[src/cmmd_pkg.sv]
// Package with constants and types for the core memory module decoder.
package cmmd_pkg;

	localparam int ADDR_W    = 15;
	localparam int MOD_N     = 8;
	localparam int CARD_N    = 4;
	localparam int DIGIT_W   = 3;
	localparam int PAGE_W    = 12;
	localparam int MOD_LSB   = 12;
	localparam int Y_MSD_LSB = 9;
	localparam int Y_LSD_LSB = 6;
	localparam int X_MSD_LSB = 3;
	localparam int X_LSD_LSB = 0;

	// The loader area is the top 64 words: page bits above bit 5 all ones.
	localparam int          LOADER_WORDS = 64;
	localparam int          LOADER_LSB   = $clog2(LOADER_WORDS);
	localparam int          LOADER_W     = PAGE_W - LOADER_LSB;
	localparam logic [5:0]  LOADER_TAG   = 6'h3f;

	localparam int          REG_AW         = 2;
	localparam int          REG_DW         = 16;
	localparam logic [1:0]  REG_CTRL       = 2'h0;
	localparam logic [1:0]  REG_STATUS     = 2'h1;
	localparam logic [1:0]  REG_ADDR       = 2'h2;
	localparam int          CTRL_DEC_EN    = 0;
	localparam logic [15:0] CTRL_RESET     = 16'h0001;
	localparam int          STAT_MOD_LSB   = 0;
	localparam int          STAT_HIT_BIT   = 8;
	localparam int          STAT_STK_LSB   = 9;
	localparam int          STAT_STK3_BIT  = 11;
	localparam int          STAT_STK4_BIT  = 12;

	typedef enum logic [1:0] {
		CMMD_ONE_STACK   = 2'h0,
		CMMD_TWO_STACK   = 2'h1,
		CMMD_THREE_STACK = 2'h2,
		CMMD_FOUR_STACK  = 2'h3
	} cmmd_stacks_type;

	typedef struct packed {
		logic y_read;
		logic y_write;
		logic x_t1;
		logic x_t2;
	} cmmd_timing_type;

	typedef struct packed {
		logic [ADDR_W-1:0] addr;
		logic              phase5;
		logic              loader_protect_sel;
		cmmd_stacks_type   stacks;
		cmmd_timing_type   timing;
	} cmmd_pins_type;

	typedef struct packed {
		logic [7:0] y_msd_rd;
		logic [7:0] y_lsd_rd;
		logic [7:0] y_msd_wr;
		logic [7:0] y_lsd_wr;
		logic [7:0] x_msd_rd;
		logic [7:0] x_lsd_rd;
		logic [7:0] x_msd_wr;
		logic [7:0] x_lsd_wr;
	} cmmd_lines_type;

endpackage

[src/cmmd_decoder.sv]
// Module decoder and stack line decoder gating for a core memory of up to four stacks.
module cmmd_decoder
	import cmmd_pkg::*;
(
	input  wire logic              core_clk,
	input  wire logic              rstn,
	input  wire logic [ADDR_W-1:0] mem_addr,
	input  wire logic              phase5,
	input  wire logic              loader_protect_sel,
	input  wire cmmd_stacks_type   stack_count,
	input  wire cmmd_timing_type   line_timing_enable,
	input  wire logic [REG_AW-1:0] reg_addr,
	input  wire logic [REG_DW-1:0] reg_wdata,
	input  wire logic              reg_wr,
	input  wire logic              reg_rd,
	output logic [REG_DW-1:0]      reg_rdata,
	output logic [MOD_N-1:0]       module_select,
	output logic [CARD_N-1:0]      card_enable_n,
	output logic [PAGE_W-1:0]      stack_addr,
	output cmmd_lines_type         card_lines [CARD_N],
	output logic                   three_stack_present,
	output logic                   four_stack_present
);

	function automatic logic [7:0] oct_decode(input logic en, input logic [DIGIT_W-1:0] d);
		oct_decode = en ? (8'h01 << d) : 8'h00;
	endfunction

	cmmd_pins_type   pin_s1_reg;
	cmmd_pins_type   pin_s2_reg;
	cmmd_pins_type   pin;
	logic [DIGIT_W-1:0] dec_in;
	logic [MOD_N-1:0]   raw_sel;
	logic [MOD_N-1:0]   fold_sel;
	logic [MOD_N-1:0]   mod_next;
	logic [CARD_N-1:0]  card_en_n_next;
	logic [DIGIT_W-1:0] top_mod;
	logic               is_three;
	logic               is_four;
	logic               loader_hit;
	logic               decode_on;
	logic [REG_DW-1:0]  ctrl_reg;
	logic               hit_reg;
	logic [ADDR_W-1:0]  last_addr_reg;
	logic [REG_DW-1:0]  rdata_next;
	cmmd_lines_type     lines_next [CARD_N];

	// Two-stage synchroniser for every pin input; only stage two is read.
	always_ff @(posedge core_clk) begin
		if (!rstn) begin
			pin_s1_reg <= '0;
			pin_s2_reg <= '0;
		end else begin
			pin_s1_reg <= {mem_addr, phase5, loader_protect_sel, stack_count,
				line_timing_enable};
			pin_s2_reg <= pin_s1_reg;
		end
	end

	assign pin = pin_s2_reg;

	// Presence flags come from the static stack count.
	assign is_three = (pin.stacks == CMMD_THREE_STACK);
	assign is_four  = (pin.stacks == CMMD_FOUR_STACK);

	// Decoder input: with one or two stacks the unused high inputs are held at zero.
	always_comb begin
		case (pin.stacks)
			CMMD_ONE_STACK: begin
				dec_in = {2'b00, pin.addr[MOD_LSB]};
			end
			CMMD_TWO_STACK: begin
				dec_in = {1'b0, pin.addr[MOD_LSB+1:MOD_LSB]};
			end
			default: begin
				dec_in = pin.addr[ADDR_W-1:MOD_LSB];
			end
		endcase
	end

	// One-hot code; pairs 2k and 2k+1 belong to stack k.
	assign raw_sel = oct_decode(1'b1, dec_in);

	// Three stacks: codes 6 and 7 are steered onto modules 0 and 1.
	always_comb begin
		fold_sel = raw_sel;
		if (is_three) begin
			fold_sel[0] = raw_sel[0] | raw_sel[6];
			fold_sel[1] = raw_sel[1] | raw_sel[7];
			fold_sel[7:6] = 2'b00;
		end
	end

	// The loader area sits in the upper module of the last installed stack.
	assign top_mod    = {pin.stacks, 1'b1};
	assign loader_hit = fold_sel[top_mod]
		& (pin.addr[PAGE_W-1:LOADER_LSB] == LOADER_TAG[LOADER_W-1:0]);
	assign decode_on  = ctrl_reg[CTRL_DEC_EN]
		& ~(pin.loader_protect_sel & loader_hit);
	assign mod_next   = decode_on ? fold_sel : '0;

	always_comb begin
		for (int k = 0; k < CARD_N; k++) begin
			card_en_n_next[k] = ~(mod_next[2*k] | mod_next[2*k+1]);
		end
	end

	// Per-card line decoders, each gated by card enable and its timing pulse.
	always_comb begin
		for (int k = 0; k < CARD_N; k++) begin
			logic en;
			logic upper;
			logic xr;
			logic xw;
			en    = ~card_en_n_next[k] & ~pin.phase5;
			upper = mod_next[2*k+1];
			xr    = upper ? pin.timing.x_t2 : pin.timing.x_t1;
			xw    = upper ? pin.timing.x_t1 : pin.timing.x_t2;
			lines_next[k].y_msd_rd = oct_decode(en & pin.timing.y_read,
				pin.addr[Y_MSD_LSB +: DIGIT_W]);
			lines_next[k].y_lsd_rd = oct_decode(en & pin.timing.y_read,
				pin.addr[Y_LSD_LSB +: DIGIT_W]);
			lines_next[k].y_msd_wr = oct_decode(en & pin.timing.y_write,
				pin.addr[Y_MSD_LSB +: DIGIT_W]);
			lines_next[k].y_lsd_wr = oct_decode(en & pin.timing.y_write,
				pin.addr[Y_LSD_LSB +: DIGIT_W]);
			lines_next[k].x_msd_rd = oct_decode(en & xr,
				pin.addr[X_MSD_LSB +: DIGIT_W]);
			lines_next[k].x_lsd_rd = oct_decode(en & xr,
				pin.addr[X_LSD_LSB +: DIGIT_W]);
			lines_next[k].x_msd_wr = oct_decode(en & xw,
				pin.addr[X_MSD_LSB +: DIGIT_W]);
			lines_next[k].x_lsd_wr = oct_decode(en & xw,
				pin.addr[X_LSD_LSB +: DIGIT_W]);
		end
	end

	// Registered outputs toward the stack cards.
	always_ff @(posedge core_clk) begin
		if (!rstn) begin
			module_select       <= '0;
			card_enable_n       <= '1;
			stack_addr          <= '0;
			three_stack_present <= 1'b0;
			four_stack_present  <= 1'b0;
			for (int k = 0; k < CARD_N; k++) begin
				card_lines[k] <= '0;
			end
		end else begin
			module_select       <= mod_next;
			card_enable_n       <= card_en_n_next;
			stack_addr          <= pin.phase5 ? '0 : pin.addr[PAGE_W-1:0];
			three_stack_present <= is_three;
			four_stack_present  <= is_four;
			for (int k = 0; k < CARD_N; k++) begin
				card_lines[k] <= lines_next[k];
			end
		end
	end

	// Control register: bit 0 enables module decoding.
	always_ff @(posedge core_clk) begin
		if (!rstn) begin
			ctrl_reg <= CTRL_RESET;
		end else if (reg_wr && reg_addr == REG_CTRL) begin
			ctrl_reg <= reg_wdata & CTRL_RESET;
		end
	end

	// Status capture: last address and whether it fell in the protected area.
	always_ff @(posedge core_clk) begin
		if (!rstn) begin
			hit_reg       <= 1'b0;
			last_addr_reg <= '0;
		end else begin
			hit_reg       <= pin.loader_protect_sel & loader_hit;
			last_addr_reg <= pin.addr;
		end
	end

	always_comb begin
		rdata_next = '0;
		case (reg_addr)
			REG_CTRL: begin
				rdata_next = ctrl_reg;
			end
			REG_STATUS: begin
				rdata_next[STAT_MOD_LSB +: MOD_N] = module_select;
				rdata_next[STAT_HIT_BIT]          = hit_reg;
				rdata_next[STAT_STK_LSB +: 2]     = pin.stacks;
				rdata_next[STAT_STK3_BIT]         = three_stack_present;
				rdata_next[STAT_STK4_BIT]         = four_stack_present;
			end
			REG_ADDR: begin
				rdata_next[ADDR_W-1:0] = last_addr_reg;
			end
			default: begin
				rdata_next = '0;
			end
		endcase
	end

	// Read data stand only in the cycle after the read strobe.
	always_ff @(posedge core_clk) begin
		if (!rstn) begin
			reg_rdata <= '0;
		end else begin
			reg_rdata <= reg_rd ? rdata_next : '0;
		end
	end

endmodule

[config.mk]
export PLATFORM = sky130hd
export DESIGN_NAME = cmmd_decoder
export DESIGN_NICKNAME = d
export VERILOG_FILES = /design/src/cmmd_pkg.sv /design/src/cmmd_decoder.sv
export SDC_FILE = /design/constraint.sdc
export NUM_CORES = 1
export LEC_CHECK = 0
export ABC_AREA = 1
export BUFFER_PORTS_ARGS = -buffer_cell sky130_fd_sc_hd__buf_4
export CAP_MARGIN = 0
export CORE_UTILIZATION = 38
export DETAILED_ROUTE_END_ITERATION = 12
export HOLD_SLACK_MARGIN = 0.08
export PLACE_DENSITY_LB_ADDON = 0.1
export SLEW_MARGIN = 40
export SYNTH_ARGS = -nofsm -noshare
export SYNTH_HDL_FRONTEND = slang
export SYNTH_SLANG_ARGS = --single-unit
[constraint.sdc]
create_clock -name core_clk -period 5.7 [get_ports core_clk]
set_clock_uncertainty 0.15 [all_clocks]
set_input_delay 0.855 -clock core_clk [delete_from_list [all_inputs] [get_ports core_clk]]
set_output_delay 0.855 -clock core_clk [all_outputs]
set_load 0.01 [all_outputs]
======== After elaboration in Yosys (flattened, before gate mapping) ========
Index checks and enable logic that the tools add are counted.
Widths: inputs -> output; s select.
word-level totals
  memory bits (read-only) ................. 0
  output and inout bits ................... 298
  RAM bits ................................ 0
  bits of input ports ..................... 45
  memories ................................ 0
  bits in registers ....................... 360
  logic and storage cells ................. 143
  latch bits .............................. 0
cells by class
  shift operators ......................... 5
  reduce and logical (&&, ||, !) cells .... 22
  eq/ne operators ......................... 6
  add/subtract/negate cells ............... 0
  mux-type cells .......................... 15
  multiply operators ...................... 0
  $lt $le $gt $ge ......................... 1
  bitwise logic cells ..................... 36
  div/mod/pow operators ................... 0
operators with widths
  operator             number
  $shl 1x3->8 const A  5
  $pmux 13 s3          1
  $reduce_and 2->1     17
  $and 1x1->1          23
  $mux 1               9
  $mux 8               1
  $not 1->1            7
  $eq 2x2->1 const B   3
  $eq 6x6->1 const B   1
  $or 1x1->1           6
  $pmux 3 s2           1
  $eq 2x1->1 const B   2
  $logic_not 2->1      2
  $lt 3x4->1 const B   1
  $mux 2               2
  $reduce_and 3->1     1
  $bmux 1 s2           1
  $reduce_or 2->1      1
  $logic_and 1x1->1    1

======== Longest topological paths before layout ========
  word-level depth ........................ 16
  mapped depth ............................ 14
  gate-level depth less buffers ........... 13

======== Least setup slack after synthesis ========
No wires, ideal clock.
  path type ............................... input -> register
  start ................................... input rstn
  end ..................................... register card_lines[22] (netlist bit)
  library setup time ...................... 0.069 ns
  arrival time ............................ 1.842 ns
  data required time ...................... 5.481 ns
  buffers on the path ..................... 2
  cell stages on the path ................. 6
  slack ................................... 3.639 ns
  cell sequence ........................... buf_2 > clkinv_1 > nor2_1 > nand3_2 > buf_2 > nor2_1
between the ends
  longest elaborated chain between the ends .. 1
RTL lines
  element                         RTL line             text
  start: declaration              cmmd_decoder.sv:6    input wire logic rstn,
  $reduce_and 2->1 (no line)      n/a
  end signal: indexed assignment  cmmd_decoder.sv:156  card_lines[k] <= lines_next[k];
  end: declaration                cmmd_decoder.sv:20   output cmmd_lines_type card_lines [CARD_N],
Every way passes these cells.
A chain may end at the register's enable or synchronous reset.

======== Final worst setup path ========
  start ................................... register pin_s2_reg (netlist bit pin[5])
  end ..................................... register card_lines[24] (netlist bit)
between the ends
  longest elaborated chain between the ends .. 16
  elaborated cells between the ends (all ways) .. 20
  those cells by class .................... eq/ne: 2; shift: 1; mux: 7; bitwise: 8; reduce/logical: 2
RTL lines
  element                                               RTL line             text
  start: declaration                                    cmmd_decoder.sv:30   cmmd_pins_type pin_s2_reg;
  start signal: assignment                              cmmd_decoder.sv:56   pin_s2_reg <= pin_s1_reg;
  $eq 2x1->1 / $logic_not 2->1 (equally long branches)  cmmd_decoder.sv:68   case (pin.stacks)
  $pmux 3 s2                                            cmmd_decoder.sv:68
  $shl 1x3->8                                           cmmd_decoder.sv:26   oct_decode = en ? (8'h01 << d) : 8'h00;
  $or 1x1->1                                            cmmd_decoder.sv:89   fold_sel[1] = raw_sel[1] | raw_sel[7];
  $mux 2                                                cmmd_decoder.sv:87   if (is_three) begin
  $bmux 1 s2                                            cmmd_decoder.sv:96   assign loader_hit = fold_sel[top_mod]
  $mux 1 (not written as such)                          cmmd_decoder.sv:96
  $and 1x1->1                                           cmmd_decoder.sv:97   & (pin.addr[PAGE_W-1:LOADER_LSB] == LOADER_TAG[LOADER_W-1:0]);
  $and 1x1->1                                           cmmd_decoder.sv:99   & ~(pin.loader_protect_sel & loader_hit);
  $not 1->1                                             cmmd_decoder.sv:99
  $and 1x1->1                                           cmmd_decoder.sv:99
  $mux 8 (*)                                            cmmd_decoder.sv:100  assign mod_next = decode_on ? fold_sel : '0;
  $or 1x1->1                                            cmmd_decoder.sv:104  card_en_n_next[k] = ~(mod_next[2*k] | mod_next[2*k+1]);
  $and 1x1->1                                           cmmd_decoder.sv:115  en = ~card_en_n_next[k] & ~pin.phase5;
  $and 1x1->1 (*)                                       cmmd_decoder.sv:127  lines_next[k].x_msd_rd = oct_decode(en & xr,
  $reduce_and 2->1 (no line) (*)                        n/a
Mark *: on every way between the ends. The rest lies on a longest branch, timed or not. The select of a mux whose other input is x is not followed.

==> impl_metrics.json <==
{
  "grt_max_degree": 46,
  "h-tree-depth": 2,
  "setup_ws_ns": 2.69,
  "netlist_area_um2": 10100,
  "critPathKind": "flop to flop",
  "cp_slowest_stage_delay_ns": 0.47,
  "cts.sinks": 360,
  "multi_input_area_um2": 2350,
  "critPathLaunchType": "flop",
  "cts_hold_buf": 0,
  "postSynthCellCount": 1000,
  "finalSetupViolCount": 0,
  "wl_per_cell_um": 16.3,
  "drt_iter0_drc": 387,
  "portBuffers": 326,
  "critical_path.max_fanout": 33,
  "hold_viol": 0,
  "cts_tree": "done",
  "syn_nets": 1045,
  "rows": 59,
  "cp_num_buf_inv": 0,
  "endpoint_kind": "flop",
  "track_usage_pct": 19.8,
  "die-width_um": 165,
  "reg2reg_slack_ns": 2.69,
  "clk_pin_slew_worst_paths_ns": 0.06,
  "r2r-start": "pin[5]",
  "start_util_pct": 38.8,
  "fp.dieArea_um2": 27300,
  "pre_cts_ws_ns": 2.68,
  "worstPathRequired_ns": 5.97,
  "syn_to_final_growth_pct": 39.3,
  "min_path_cells": 2,
  "seq_area_frac_synth_pct": 71.3,
  "avgViaCountPerCell": 4.41,
  "cpMostUsedCell": "nand2_2",
  "highest_layer": "met4",
  "outcome": "completed",
  "die_height_um": 165,
  "largest_register_ffs": 256,
  "dp.cells": 1623,
  "cts_max_path_buffers": 3,
  "nFillCells": 2375,
  "min_path_type": "flop to flop",
  "tightest_slew_ns": 0.851,
  "synth.distinct_cells": 25,
  "ir_worst_vdd_uv": 239,
  "slew_viol_final": 0,
  "ff_latch_area_um2": 7210,
  "drt-met1-wl_mm": 11.7,
  "grt_remaining_overflow": 0,
  "fin_tns_setup_ns": 0,
  "fin_nets": 1372,
  "grt_pass1_vias": 7071,
  "cp_num_cells": 10,
  "slew_headroom_pct": 43.1,
  "slowest_stage": "dfxtp_1",
  "arrival_ns": 3.28,
  "total_power_uw": 5140,
  "hold_path_startpoint": "pin_s1_reg[3]",
  "avgSynthCellArea_um2": 10.1,
  "rsz0062_at_grt": "false",
  "postCtsSetupBuffers": 0,
  "antenna_found_initial": 1,
  "num_vias": 7449,
  "clock_latency_ns": 0.51,
  "power_density_nw_per_um2": 365,
  "timing.final.crit_share_pct": 52.8,
  "core_um2": 26100,
  "drtPass1Iterations": 4,
  "gp_congestion": 0.764,
  "met3_wirelength_mm": 2.26,
  "wl_met2_mm": 12.8,
  "drv_cap": 0,
  "grt_pass1_wl_mm": 40.8,
  "fmax_ghz": 0.332,
  "period_needed_ns": 3.01,
  "cts-root-buf": "clkbuf_16",
  "holdPathEnd": "pin[3]",
  "io_pins": 343,
  "drc_errors": 0,
  "drtAntennaViolNets": 0,
  "hpwl_mm": 19.3,
  "leakage_uw": 0.00651,
  "wirelength_mm": 27.6,
  "r2r_cells": 10,
  "cts_buffers": 37,
  "yosysWarnings": 0,
  "stdcell_count": 1689,
  "critPathTopFamily": "simple AND/OR/NAND/NOR gates",
  "post-route-util_pct": 54.1,
  "cp_cell_sequence": "nand2_2, nand3_2, nand2_2, nand2_1, nand2_1, nand2_2, nand4_4, nor2_1, nand3_2, nor2_1",
  "cts_resized": 0,
  "r2r-end": "card_lines[24]",
  "layout-drive-gt1-share_pct": 32.6,
  "yosys_register_bits": 360
}
[cells in the mapped netlist (all sizes together)]
cell type	number	area share (%)
inv	93	3.5
dfxtp	360	71
nand2	121	4.7
a31oi	1	0.062
clkinv	2	0.074
o21ai	3	0.19
a21oi	15	0.74
nand3	54	3.3
conb	1	0.037
nor3	115	6.5
o2111ai	1	0.15
clkbuf	18	0.67
nor2	183	6.8
buf	26	1.5
nand4	7	0.56
[stage by stage]
step / area (um2) / hold slack [ns]
6_report: 14100 / 0.247
5_1_grt: 14100 / 0.264
4_1_cts: 14100 / 0.255
3_5_place_dp: 12800 / 0.245
3_3_place_gp: 12800 / 0.243
2_1_floorplan: 10100 / 0.240
[tightest hold or removal path, delay by kind of cell (launching register included)]
kind	cells	cell delay, ns
buffers and inverters	1	0.04
AND/OR/NAND/NOR	1	0.05
flip-flops	1	0.30
[kinds of logic (layout without fill, tap and decap cells)]
family | after synthesis | after routing | share of synthesized area [%]
other | 1 | 2 | 0.0371
AND/OR/NAND/NOR | 480 | 480 | 21.8
AO/OA/AOI/OAI | 20 | 20 | 1.14
buffers and inverters | 139 | 492 | 5.69
flip-flops | 360 | 360 | 71.3
[routing by layer]
layer	up-vias	track usage (%)
li1	3773	-
met1	3378	24.4
met2	250	32.7
met3	48	6.14
met4	0	6.71
met5	-	0
[where the power goes]
group	internal, uW	switching [uW]	leakage, uW	total (uW)
Sequential	2540	16.6	0.00291	2560
Clock	1470	969	0.000615	2440
Combinational	43.4	96.4	0.00298	140
Total	4050	1080	0.00651	5140
[worst max-delay path by stage]
stage | slack [ns] | endpoint | start
3_3_place_gp | 2.37 | card_lines[29] | pin[5]
2_1_floorplan | 3.64 | card_lines[22] | rstn
6_report | 2.69 | card_lines[24] | pin[5]
4_1_cts | 2.65 | card_lines[24] | pin[5]
5_1_grt | 2.39 | card_lines[12] | pin[5]
3_5_place_dp | 2.68 | card_lines[24] | pin[5]
[cell usage in the layout (no fill, tap or decap), drive strengths merged]
cell,n
bufinv,4
diode,1
o2111ai,1
dfxtp,360
nor3,115
clkbuf,46
clkinv,14
inv,93
nand4,7
buf,332
a31oi,1
nand3,54
nand2,121
a21oi,15
conb,1
o21ai,3
nor2,183
clkinvlp,3
[cell type report]
type	instances	share of cell area [%]
clock inverters	19	1.55
well taps	335	2.98
flip-flops and latches	360	51.2
multi-input cells	501	16.7
inverters	95	2.53
repair buffers	332	17.7
clock buffers	46	7.32
diodes	1	0.0178
Note: power is estimated with default switching activity, not from simulation.
